## src/rtl/imc_pkg.sv

```systemverilog
// Shared types and constants of the in-band user message channel.
// Assumes a single user clock and a link layer that carries typed blocks.
`default_nettype none

package imc_pkg;

  // ****************************************************************
  // Sizes and counts
  // ****************************************************************
  localparam int IMC_LANE_BYTES = 8;
  localparam int IMC_LANES_DEF = 1;
  localparam int IMC_LANES_MAX = 32;
  localparam int IMC_MAX_KEEP = IMC_LANES_MAX * IMC_LANE_BYTES;
  localparam int IMC_MAX_MSG_BYTES = 256;
  localparam int IMC_SIZE_W = 8;
  localparam int IMC_CNT_W = 9;

  // ****************************************************************
  // Types
  // ****************************************************************
  // Kind of block handed to, or taken from, the lane encoder.
  typedef enum logic [2:0] {
    IMC_LK_NONE = 3'b000,
    IMC_LK_IDLE = 3'b001,
    IMC_LK_HDR = 3'b010,
    IMC_LK_MSG = 3'b011,
    IMC_LK_FRAME = 3'b100
  } imc_kind_t;

  typedef struct packed {
    logic valid;
    imc_kind_t kind;
  } imc_link_t;

  typedef struct packed {
    logic req;
    logic [IMC_SIZE_W-1:0] msg_size_code;
  } imc_msg_req_t;

  // Busy levels of the higher-priority block sources.
  typedef struct packed {
    logic clock_compensation_block;
    logic channel_bonding_block;
    logic not_ready_idle_block;
    logic native_flow_block;
  } imc_hp_t;

  // ****************************************************************
  // Functions
  // ****************************************************************
  // Byte mask with the n most significant of width bytes set.
  function automatic logic [IMC_MAX_KEEP-1:0] imc_top_mask(input int width,
                                                           input logic [IMC_CNT_W-1:0] n);
    logic [IMC_MAX_KEEP-1:0] m;
    m = '0;
    for (int i = 0; i < IMC_MAX_KEEP; i++)
    begin
      if (i < width && i >= width - int'(n))
        m[i] = 1'b1;
    end
    return m;
  endfunction

endpackage

`default_nettype wire

```

## src/rtl/imc_channel.sv

```systemverilog
// Top of the in-band user message channel: transmit framing and receive.
// Assumes the frame path, the priority sources and the lane encoder all run
// on sys_clk, so none of their signals need synchronising.
`default_nettype none

// Notes on behaviour
// Messages pre-empt frame data mid-frame.
// Priority blocks pause a message, then it resumes.
// Application pulses request one cycle with size.
// Size code is bytes minus one, max 256.
// Message ready rises two cycles after request.
// Message ready stays high until message complete.
// Frame ready low whenever message ready high.
// Message ready drops during priority operations.
// Valid low inside message sends idles.
// No new request before final data cycle.
// Message data captured only on valid and ready.
// Last word uses only needed leftmost bytes.
// Both readies low one cycle for header.
// Receive data has valid and last outputs.
// Receive keep meaningful only on last word.
// Keep bits contiguous from most significant byte.
// Active-low receive status during reception.
// Bus numbering ascending by default, descending optionally; buses here are declared descending only, with no option.
module imc_channel
#(
  parameter int LANES = imc_pkg::IMC_LANES_DEF
)
(
  // Clock and reset
  input wire logic sys_clk,
  input wire logic rst_n,
  // Message request and message data from the application
  input wire imc_pkg::imc_msg_req_t tx_msg_req,
  input wire logic [LANES*64-1:0] tx_msg_tdata,
  input wire logic tx_msg_tvalid,
  output logic tx_msg_tready,
  // Regular frame data path
  input wire logic [LANES*64-1:0] tx_frame_tdata,
  input wire logic tx_frame_tvalid,
  output logic tx_frame_tready,
  input wire logic frame_path_ready,
  // Higher-priority block sources
  input wire imc_pkg::imc_hp_t hp_busy,
  // Blocks towards the lane encoder
  output imc_pkg::imc_link_t link_tx_ctl,
  output logic [LANES*64-1:0] link_tx_data,
  // Decoded blocks from the lane decoder
  input wire imc_pkg::imc_link_t link_rx_ctl,
  input wire logic [LANES*64-1:0] link_rx_data,
  // Received message stream
  output logic [LANES*64-1:0] rx_msg_tdata,
  output logic rx_msg_tvalid,
  output logic rx_msg_tlast,
  output logic [LANES*8-1:0] rx_msg_tkeep,
  output logic rx_msg_busy_n
);
  import imc_pkg::*;

  // ****************************************************************
  // Parameters and checks
  // ****************************************************************
  localparam int BYTES = LANES * IMC_LANE_BYTES;
  localparam int DW = LANES * 64;
  localparam logic [IMC_CNT_W-1:0] BYTES_C = IMC_CNT_W'(BYTES);

  if (LANES < 1 || LANES > IMC_LANES_MAX)
  begin : g_lane_check
    $error("LANES must lie between 1 and 32.");
  end

  typedef enum logic [1:0] {
    IMC_ST_IDLE = 2'b00,
    IMC_ST_HDR = 2'b01,
    IMC_ST_DATA = 2'b10
  } imc_state_t;

  imc_state_t state_r;
  imc_state_t state_nxt;
  logic [IMC_CNT_W-1:0] left_r;
  logic [IMC_SIZE_W-1:0] size_r;
  logic hp_any;
  logic msg_accept;
  logic frame_accept;
  logic last_beat;
  logic [BYTES-1:0] byte_keep;
  logic [DW-1:0] data_mask;
  logic [IMC_MAX_KEEP-1:0] top_keep;

  // ****************************************************************
  // Transmit sequencing
  // ****************************************************************
  // Any running higher-priority source holds the message off.
  assign hp_any = |hp_busy;
  assign msg_accept = tx_msg_tvalid && tx_msg_tready;
  assign frame_accept = tx_frame_tvalid && tx_frame_tready;
  assign last_beat = left_r <= BYTES_C;

  // Next state; a request in the final data cycle chains straight on.
  always_comb
  begin
    state_nxt = state_r;
    unique case (state_r)
      IMC_ST_IDLE:
      begin
        if (tx_msg_req.req)
          state_nxt = IMC_ST_HDR;
      end
      IMC_ST_HDR:
      begin
        // The header slot waits while priority blocks own the lane.
        if (!hp_any)
          state_nxt = IMC_ST_DATA;
      end
      IMC_ST_DATA:
      begin
        if (msg_accept && last_beat)
          state_nxt = tx_msg_req.req ? IMC_ST_HDR : IMC_ST_IDLE;
      end
      default:
        state_nxt = IMC_ST_IDLE;
    endcase
  end

  always_ff @(posedge sys_clk)
  begin
    if (!rst_n)
      state_r <= IMC_ST_IDLE;
    else
      state_r <= state_nxt;
  end

  // Bytes still owed; a request loads size code plus one.
  always_ff @(posedge sys_clk)
  begin
    if (!rst_n)
    begin
      left_r <= '0;
      size_r <= '0;
    end
    else if (tx_msg_req.req && (state_r == IMC_ST_IDLE || (msg_accept && last_beat)))
    begin
      left_r <= IMC_CNT_W'(tx_msg_req.msg_size_code) + IMC_CNT_W'(1);
      size_r <= tx_msg_req.msg_size_code;
    end
    else if (msg_accept)
      left_r <= last_beat ? '0 : left_r - BYTES_C;
  end

  // ****************************************************************
  // Ready outputs
  // ****************************************************************
  // Both readies are registered, so a priority source that starts now
  // removes them one cycle later; the word accepted in that cycle still
  // goes out, which keeps data from being lost at the cost of that lag.
  always_ff @(posedge sys_clk)
  begin
    if (!rst_n)
    begin
      tx_msg_tready <= 1'b0;
      tx_frame_tready <= 1'b0;
    end
    else
    begin
      // Low in the header cycle, high from the second cycle after the request.
      tx_msg_tready <= state_nxt == IMC_ST_DATA && !hp_any;
      // Frame data only flows when no message is pending at all.
      tx_frame_tready <= state_nxt == IMC_ST_IDLE && !hp_any && frame_path_ready;
    end
  end

  // ****************************************************************
  // Last-word byte masking
  // ****************************************************************
  // The leftmost byte is the most significant bit group of the vector; the
  // ascending and descending numberings name the same wires, so only the
  // labels differ between the two bus conventions.
  assign top_keep = imc_top_mask(BYTES, left_r);
  assign byte_keep = last_beat ? top_keep[BYTES-1:0] : '1;

  for (genvar b = 0; b < BYTES; b++)
  begin : g_mask
    assign data_mask[b*8 +: 8] = {8{byte_keep[b]}};
  end

  // ****************************************************************
  // Block output towards the lane encoder
  // ****************************************************************
  // An accepted word always leaves; otherwise priority sources own the lane.
  always_ff @(posedge sys_clk)
  begin
    if (!rst_n)
    begin
      link_tx_ctl <= '{valid: 1'b0, kind: IMC_LK_NONE};
      link_tx_data <= '0;
    end
    else if (msg_accept)
    begin
      link_tx_ctl <= '{valid: 1'b1, kind: IMC_LK_MSG};
      link_tx_data <= tx_msg_tdata & data_mask;
    end
    else if (frame_accept)
    begin
      link_tx_ctl <= '{valid: 1'b1, kind: IMC_LK_FRAME};
      link_tx_data <= tx_frame_tdata;
    end
    else if (hp_any)
    begin
      link_tx_ctl <= '{valid: 1'b0, kind: IMC_LK_NONE};
      link_tx_data <= '0;
    end
    else if (state_r == IMC_ST_HDR)
    begin
      link_tx_ctl <= '{valid: 1'b1, kind: IMC_LK_HDR};
      link_tx_data <= DW'(size_r);
    end
    else if (tx_msg_tready)
    begin
      // Stalled application inside a message: fill with idles.
      link_tx_ctl <= '{valid: 1'b1, kind: IMC_LK_IDLE};
      link_tx_data <= '0;
    end
    else
    begin
      link_tx_ctl <= '{valid: 1'b0, kind: IMC_LK_NONE};
      link_tx_data <= '0;
    end
  end

  // ****************************************************************
  // Receive side
  // ****************************************************************
  imc_rx #(
    .LANES(LANES)
  ) u_rx (
    .sys_clk(sys_clk),
    .rst_n(rst_n),
    .link_rx_ctl(link_rx_ctl),
    .link_rx_data(link_rx_data),
    .rx_msg_tdata(rx_msg_tdata),
    .rx_msg_tvalid(rx_msg_tvalid),
    .rx_msg_tlast(rx_msg_tlast),
    .rx_msg_tkeep(rx_msg_tkeep),
    .rx_msg_busy_n(rx_msg_busy_n)
  );

endmodule

`default_nettype wire

```

## src/rtl/imc_rx.sv

```systemverilog
// Receive side of the in-band user message channel.
// Assumes link blocks arrive already decoded, on the same clock.
`default_nettype none

module imc_rx
#(
  parameter int LANES = imc_pkg::IMC_LANES_DEF
)
(
  // Clock and reset
  input wire logic sys_clk,
  input wire logic rst_n,
  // Decoded link blocks
  input wire imc_pkg::imc_link_t link_rx_ctl,
  input wire logic [LANES*64-1:0] link_rx_data,
  // Received message stream
  output logic [LANES*64-1:0] rx_msg_tdata,
  output logic rx_msg_tvalid,
  output logic rx_msg_tlast,
  output logic [LANES*8-1:0] rx_msg_tkeep,
  output logic rx_msg_busy_n
);
  import imc_pkg::*;

  localparam int BYTES = LANES * IMC_LANE_BYTES;
  localparam logic [IMC_CNT_W-1:0] BYTES_C = IMC_CNT_W'(BYTES);

  logic [IMC_CNT_W-1:0] left_r;
  logic hdr_seen;
  logic msg_seen;
  logic last_word;
  logic [IMC_MAX_KEEP-1:0] top_keep;

  // ****************************************************************
  // Block decode
  // ****************************************************************
  // Message words only count after a header, so stray words are dropped.
  assign hdr_seen = link_rx_ctl.valid && link_rx_ctl.kind == IMC_LK_HDR;
  assign msg_seen = link_rx_ctl.valid && link_rx_ctl.kind == IMC_LK_MSG && !rx_msg_busy_n;
  assign last_word = left_r <= BYTES_C;
  assign top_keep = imc_top_mask(BYTES, left_r);

  // Remaining byte count and the active-low reception status.
  always_ff @(posedge sys_clk)
  begin
    if (!rst_n)
    begin
      left_r <= '0;
      rx_msg_busy_n <= 1'b1;
    end
    else if (hdr_seen)
    begin
      left_r <= IMC_CNT_W'(link_rx_data[IMC_SIZE_W-1:0]) + IMC_CNT_W'(1);
      rx_msg_busy_n <= 1'b0;
    end
    else if (msg_seen)
    begin
      left_r <= last_word ? '0 : left_r - BYTES_C;
      rx_msg_busy_n <= last_word;
    end
  end

  // Output word, valid, last and keep; idles inside a message show as gaps.
  always_ff @(posedge sys_clk)
  begin
    if (!rst_n)
    begin
      rx_msg_tdata <= '0;
      rx_msg_tvalid <= 1'b0;
      rx_msg_tlast <= 1'b0;
      rx_msg_tkeep <= '0;
    end
    else
    begin
      rx_msg_tvalid <= msg_seen;
      rx_msg_tlast <= msg_seen && last_word;
      if (msg_seen)
      begin
        rx_msg_tdata <= link_rx_data;
        // Keep fills from the top byte down; full words keep every byte.
        rx_msg_tkeep <= last_word ? top_keep[BYTES-1:0] : '1;
      end
    end
  end

endmodule

`default_nettype wire
```

## config.mk

```make
export PLATFORM = sky130hd
export DESIGN_NAME = imc_channel
export DESIGN_NICKNAME = d
export VERILOG_FILES = /design/src/rtl/imc_pkg.sv /design/src/rtl/imc_channel.sv /design/src/rtl/imc_rx.sv
export SDC_FILE = /design/constraint.sdc
export NUM_CORES = 1
export LEC_CHECK = 0
export BUFFER_PORTS_ARGS = -buffer_cell sky130_fd_sc_hd__buf_2
export CORE_AREA = 2 2 141 143
export DETAILED_ROUTE_END_ITERATION = 7
export DIE_AREA = 0 0 143 145
export GPL_TIMING_DRIVEN = 0
export PLACE_DENSITY = 0.73
export SLEW_MARGIN = 20
export SYNTH_ARGS = -nofsm -noshare
export SYNTH_HDL_FRONTEND = slang
export SYNTH_HIERARCHICAL = 1
export SYNTH_SLANG_ARGS = --single-unit
```

## constraint.sdc

```tcl
create_clock -name sys_clk -period 2.35 [get_ports sys_clk]
set_clock_uncertainty 0.05 [all_clocks]
set_input_delay 0.235 -clock sys_clk [delete_from_list [all_inputs] [get_ports sys_clk]]
set_output_delay 0.235 -clock sys_clk [all_outputs]
set_load 0.01 [all_outputs]
```

==> metrics.yaml, run 1 <==
fin_crit_ns: 2.244
cp_num_buf_inv: 1
drive_above_1_share: 0.3328
antenna_found_initial: 5
ys_types: 73
hold_viol_final: 0
slowest_delay_ns: 0.40
critPathArrivalTime_ns: 2.53
grt_max_degree: 17
wl_met3_mm: 2.067
dr.max_layer_used: "met4"
wl_mm: 28.74
power.total_w: 0.006916
final_cell_count_no_fill: 1617
post_cts_buffers: 0
vdd.ir_drop.worst_uv: 469.0
timing.fmax_mhz: 445.6
crit_fanout: 8
dp_cells: 1462
start_kind: "flip-flop"
rsz0062_at_grt: "no"
grt_pass1_wl_mm: 42.96
synthArstFlopShare: 0
timing.final.crit_share: 0.9550
relSlewSlack: 0.5658
drt-wirelength-per-cell_um: 17.77
synth-edff-count: 0
path_delay_family: "compound AO/OA/AOI/OAI gates"
synthCells: 841
most-common-layout-cells: "buf_2, nand2_1, dfxtp_1, dlygate4sd3_1, a21boi_0"
io_buffers: 356
ys_ff_latch: 173
synthFlopType: "dfxtp_1"
hold_slack_ns: 0.01623
gp_congestion: 0.8761
tightest_slew_ns: 0.6512
pin_count: 359
drc: 0
synth-seq-area-share: 0.4628
setup_tns_ns: 0
yosys_warnings: 6
via_per_inst: 5.116
final_common_cell: "buf_2"
drtIter0Drc: 453
grt_pass1_vias: 8266
netlist_area_um2: 7483
status: "finished, final reports clean"
endpoint_kind: "flip-flop"
core_area_um2: 19210
syn_to_final_growth_pct: 53.54
rows: 51
cts_root_buf: "clkbuf_16"
final_util: 0.5982
cts.sinks: 173
path_clk_slew_ns: 0.08
setup_violations: 0
place_hpwl_mm: 19.51
cp.required_ns: 2.64
routedLengthMet1_mm: 11.20
power_density_nw_per_um2: 602.0
synth_nets: 1071
ant_nets: 0
initial_core_util: 0.3896
cts_tree: "done"
final_nets: 1564
worstSetupPathType: "reg2reg"
slew_viol_final: 0
syn_area_per_cell_um2: 8.898
fp.dieW_um: 143
leakage_nw: 5.135
hold_class: "in2reg"
cp_slowest_cell: "or3b_1"
drt_pass1_iterations: 5
dr_wl_met2_mm: 14.08
numCtsBuffers: 17
via_count: 8272
die_area_um2: 20740
cts-htree-levels: 4
grt-ovfl-total: 0
path_cells: "inv_1 > ha_1 > or3b_1 > a211oi_2 > nor2_1 > o31a_4 > o21ai_1"
cap_violations: 0
die_height_um: 145
cts_buffer_depth: 2
grtUsageTotal: 0.2640
clock_latency_ns: 0.43
[state kept, by name, indices dropped and copies added (netlist names)]
signal / cells
u_rx/rx_msg_tkeep: 8
link_tx_ctl: 4
link_tx_data: 64
u_rx/rx_msg_tvalid: 1
size_r: 8
tx_frame_tready: 1
u_rx/left_r: 9
state_r: 2
u_rx/rx_msg_tdata: 64
left_r: 9
u_rx/rx_msg_tlast: 1
tx_msg_tready: 1
u_rx/rx_msg_busy_n: 1
[power breakdown]
| group | internal (W) | switching [W] | total, W | leakage [nW] |
|---|---|---|---|---|
| logic | 0.000474 | 0.000473 | 0.000947 | 3.44 |
| clock network | 0.00170 | 0.00127 | 0.00296 | 0.294 |
| registers | 0.00297 | 0.0000387 | 0.00301 | 1.40 |
| total | 0.00514 | 0.00178 | 0.00692 | 5.13 |
[layer usage]
metal	global-route usage	vias to the layer above
met5	0	-
met3	0.06700	100
met2	0.4529	419
met1	0.2981	3811
met4	0.1396	0
li1	-	3942
[per-stage QoR]
step | setup slack (ns) | cell area, um2
floorplan | 0.2798 | 7483
detailed placement | -0.1418 | 9597
finish | 0.1058 | 11490
global placement | -0.09603 | 9597
CTS | -0.01662 | 11390
global route | 0.001582 | 11490
[worst register-to-register path: stages, from the launching register on]
cell and delay, ns:
dfxtp_1 0.39, inv_1 0.14, ha_1 0.20, or3b_1 0.40, a211oi_2 0.29, nor2_1 0.08
o31a_4 0.39, o21ai_1 0.22
[synth_stat cells (14+ instances only)]
cell type | count | share of area
nor2_1 | 15 | 0.0075
ha_1 | 16 | 0.027
a21oi_1 | 26 | 0.017
a21boi_0 | 70 | 0.070
and3_1 | 17 | 0.014
dfxtp_1 | 173 | 0.46
nand2_1 | 211 | 0.11
o21ai_1 | 16 | 0.011
nand3_1 | 14 | 0.0094
o21ai_0 | 22 | 0.015
a22o_1 | 33 | 0.039
clkbuf_1 | 31 | 0.016
[final cells by class]
class | instances | area, um2
Sequential cell | 173 | 3466
Multi-Input combinational cell | 601 | 3777
Fill cell | 1654 | 7717
Antenna cell | 6 | 15.01
Clock inverter | 14 | 181.4
Clock buffer | 17 | 425.4
Inverter | 13 | 48.80
Tap cell | 265 | 331.6
Buffer | 54 | 281.5
Timing Repair Buffer | 474 | 2963
[final timing paths]
kind                           from                                  to  slack, ns  cells past startpoint
min reg2reg  size_r[0]$_SDFFE_PN0P_              size_r[0]$_SDFFE_PN0P_       0.40                      2
min                link_rx_data[61]  u_rx/rx_msg_tdata[61]$_SDFFE_PN0P_       0.02                      3
max          left_r[4]$_SDFFE_PN0P_         link_tx_data[54]$_SDFF_PN0_       0.11                      7
max reg2reg  left_r[4]$_SDFFE_PN0P_         link_tx_data[54]$_SDFF_PN0_       0.11                      7
[cell families (layout without fill, tap and decap cells)]
group,count (synthesis),count (layout),share of synthesized area
xor gates and xnor gates,17,17,0.01990
AOI/OAI and AO/OA,244,244,0.2399
adders and majority gates,16,16,0.02675
DFF,173,173,0.4628
other,0,6,0
muxes,5,5,0.007189
buffers and inverters,67,572,0.04347
and+or+nand+nor,319,319,0.2000
[what timing repair did]
item                       CTS  global route
hold buffers               117             1
gates resized for setup      5            14
hold endpoints to repair    71             1
setup endpoints to repair   41            56
Note: power is estimated with default switching activity, not from simulation.
==> run 2, diff against run 1 <==
--- a/config.mk
+++ b/config.mk
@@ -10,7 +10,7 @@
 export DETAILED_ROUTE_END_ITERATION = 7
 export DIE_AREA = 0 0 143 145
 export GPL_TIMING_DRIVEN = 0
-export PLACE_DENSITY = 0.73
+export PLACE_DENSITY_LB_ADDON = 0.12
 export SLEW_MARGIN = 20
 export SYNTH_ARGS = -nofsm -noshare
 export SYNTH_HDL_FRONTEND = slang
==> constraint.sdc (replaced) <==
create_clock -name sys_clk -period 2.7 [get_ports sys_clk]
set_clock_uncertainty 0.05 [all_clocks]
set_input_delay 0.27 -clock sys_clk [delete_from_list [all_inputs] [get_ports sys_clk]]
set_output_delay 0.27 -clock sys_clk [all_outputs]
set_load 0.01 [all_outputs]
==> run 2 against run 1 <==
- worst setup slack gained 0.10 ns
- register-to-register slack better by 0.10 ns
- maximum frequency fell by 9.9%
- first-iteration DRC count fell by 36%
- final cell count down 4.4%
- via count shrank 7.6%
- flip-flop and latch count did not move
- power fell by 16%
- combinational power fell by 27%
- die area is the same
- critical path depth rose by 1
- highest routed layer unchanged
==> metrics.yaml, run 2 (synthesis gave the netlist of run 1 again) <==
status: "finished, final reports clean"
crit_top_cell: "inv_1"
cp_num_buf_inv: 3
min_from: "tx_frame_tdata[47]"
numCtsBuffers: 17
fp.dieW_um: 143
worstSetupPathType: "reg2reg"
cts_buffer_depth: 2
rsz0062_at_grt: "no"
cts_root_buf: "clkbuf_16"
num_antenna_cells: 0
die_area_um2: 20740
place_hpwl_mm: 19.89
cts_tree: "done"
slowest_delay_ns: 0.43
io_buffers: 356
power_switching_w: 0.001447
min_to: "link_tx_data[47]$_SDFF_PN0_"
post_cts_buffers: 0
ant_nets: 0
vdd.ir_drop.worst_uv: 394.7
hold_viol_final: 0
multi_input_area_um2: 3697
drtIter0Drc: 291
p_seq_frac: 0.452
swShare: 0.2503
grtUsageTotal: 0.2465
timing.fmax_mhz: 401.7
reg2reg_from: "left_r[3]$_SDFFE_PN0P_"
clock_latency_ns: 0.42
tightest_slew_ns: 0.6360
cap_violations: 0
timing.final.crit_share: 0.9221
gp_congestion: 0.9053
rows: 51
crit_fanout: 10
endpoint_kind: "flip-flop"
fillers: 1831
initial_core_util: 0.3896
r2r_slack_ns: 0.21
wl_mm: 26.21
r2r_cells: 8
cp_slowest_cell: "a21oi_2"
final_util: 0.5579
power_density_nw_per_um2: 539.7
pin_count: 359
cp.required_ns: 2.91
relSlewSlack: 0.5745
pwr-share-comb: 0.120
p_int_w: 0.004336
place_ws_ns: 0.2564
setup_ws_ns: 0.2104
setup_tns_ns: 0
cts.sinks: 173
path_delay_family: "compound AO/OA/AOI/OAI gates"
drc: 0
fin_crit_ns: 2.490
syn_to_final_growth_pct: 43.20
path_cells: "clkbuf_1 > inv_1 > ha_1 > inv_1 > nand2_1 > a22o_1 > a21oi_2 > o21ai_0"
cts-htree-levels: 4
critPathArrivalTime_ns: 2.70
reg2reg_to: "link_tx_data[18]$_SDFF_PN0_"
slew_viol_final: 0
path_clk_slew_ns: 0.07
final_nets: 1499
hold_slack_ns: 0.01353
final_common_cell: "buf_2"
ff_latch_area_um2: 3463
min_path_cells: 2
drt-wirelength-per-cell_um: 16.95
setup_violations: 0
drt_pass1_iterations: 5
top_regs: "link_tx_data (64), u_rx/rx_msg_tdata (64)"
grt_pass1_vias: 7298
via_per_inst: 4.942
most-common-layout-cells: "buf_2, nand2_1, dfxtp_1, a21boi_0, dlygate4sd3_1"
drive_above_1_share: 0.3427
leakage_nw: 4.830
p_clk_frac: 0.427
start_kind: "flip-flop"
core_area_um2: 19210
grt_max_degree: 17
via_count: 7640
grt_pass1_wl_mm: 40.10
antenna_found_initial: 0
grt-ovfl-total: 0
die_height_um: 145
hold_class: "in2reg"
==> run 2: changes by cell type in the layout (fill, tap and decap cells not counted), sizes merged <==
cell         change
dlygate4sd3     -65
diode            -6
inv              -2
buf              +1
bufinv           -1
clkbuf           +1
clkinv           +1
==> run 2: worst register-to-register path, delay by kind of cell, from the launching register on <==
family | cells | cell delay (ns)
AND/OR/NAND/NOR | 1 | 0.06
flip-flops | 1 | 0.37
buffers and inverters | 3 | 0.67
adder cells (fa/ha/maj) | 1 | 0.30
AO/OA/AOI/OAI | 3 | 0.88
==> run 2: how the worst max path moves through the flow <==
stage                                        start                          end  slack (ns)  cells past startpoint
after global routing        left_r[3]$_SDFFE_PN0P_   link_tx_data[1]$_SDFF_PN0_        0.02                      8
after global placement    tx_msg_tready$_SDFF_PN0_  link_tx_data[36]$_SDFF_PN0_        0.26                      7
after CTS                   left_r[3]$_SDFFE_PN0P_  link_tx_data[61]$_SDFF_PN0_        0.24                      7
after detailed placement    left_r[3]$_SDFFE_PN0P_  link_tx_data[57]$_SDFF_PN0_        0.26                      7
final                       left_r[3]$_SDFFE_PN0P_  link_tx_data[18]$_SDFF_PN0_        0.21                      8
after floorplan             left_r[3]$_SDFFE_PN0P_       left_r[4]$_SDFFE_PN0P_        0.63                      7
==> run 2: per-layer routing <==
layer	share of wire	wire (um)	vias up	track usage
li1	-	-	3808	-
met1	0.44	11430	3559	0.3120
met2	0.49	12900	251	0.4285
met3	0.062	1634	22	0.05677
met4	0.0095	249	0	0.04653
met5	0	0	-	0
==> run 2: final cells by class <==
type / count / share of cell area
multi-input combinational: 601 / 0.3450
sequential: 173 / 0.3232
timing repair buffer: 409 / 0.2158
clock buffer: 19 / 0.04227
tap: 265 / 0.03094
buffer: 54 / 0.02580
clock inverter: 12 / 0.01249
inverter: 13 / 0.004553
==> run 2: through the flow <==
| step | std cells | total power (W) | cell area, um2 |
|---|---|---|---|
| floorplan | 841 | 0.003015 | 7483 |
| global placement | 1462 | 0.003298 | 9597 |
| detailed placement | 1462 | 0.003300 | 9597 |
| CTS | 1546 | 0.005830 | 10710 |
| global route | 1546 | 0.006008 | 10720 |
| finish | 1546 | 0.005784 | 10720 |
==> run 2: repair_timing <==
action	CTS	global route
gates resized for setup	0	1
setup endpoints to repair	0	8
endpoints found under the hold margin	36	0
hold buffers	53	0
==> run 2: power groups by stage <==
stage | clock [W] | sequential, W | combinational [W]
5_1_grt | 0.00262 | 0.00262 | 0.000767
3_3_place_gp | 0 | 0.00267 | 0.000625
3_5_place_dp | 0 | 0.00267 | 0.000627
4_1_cts | 0.00252 | 0.00261 | 0.000690
2_1_floorplan | 0 | 0.00267 | 0.000349
6_report | 0.00247 | 0.00262 | 0.000696
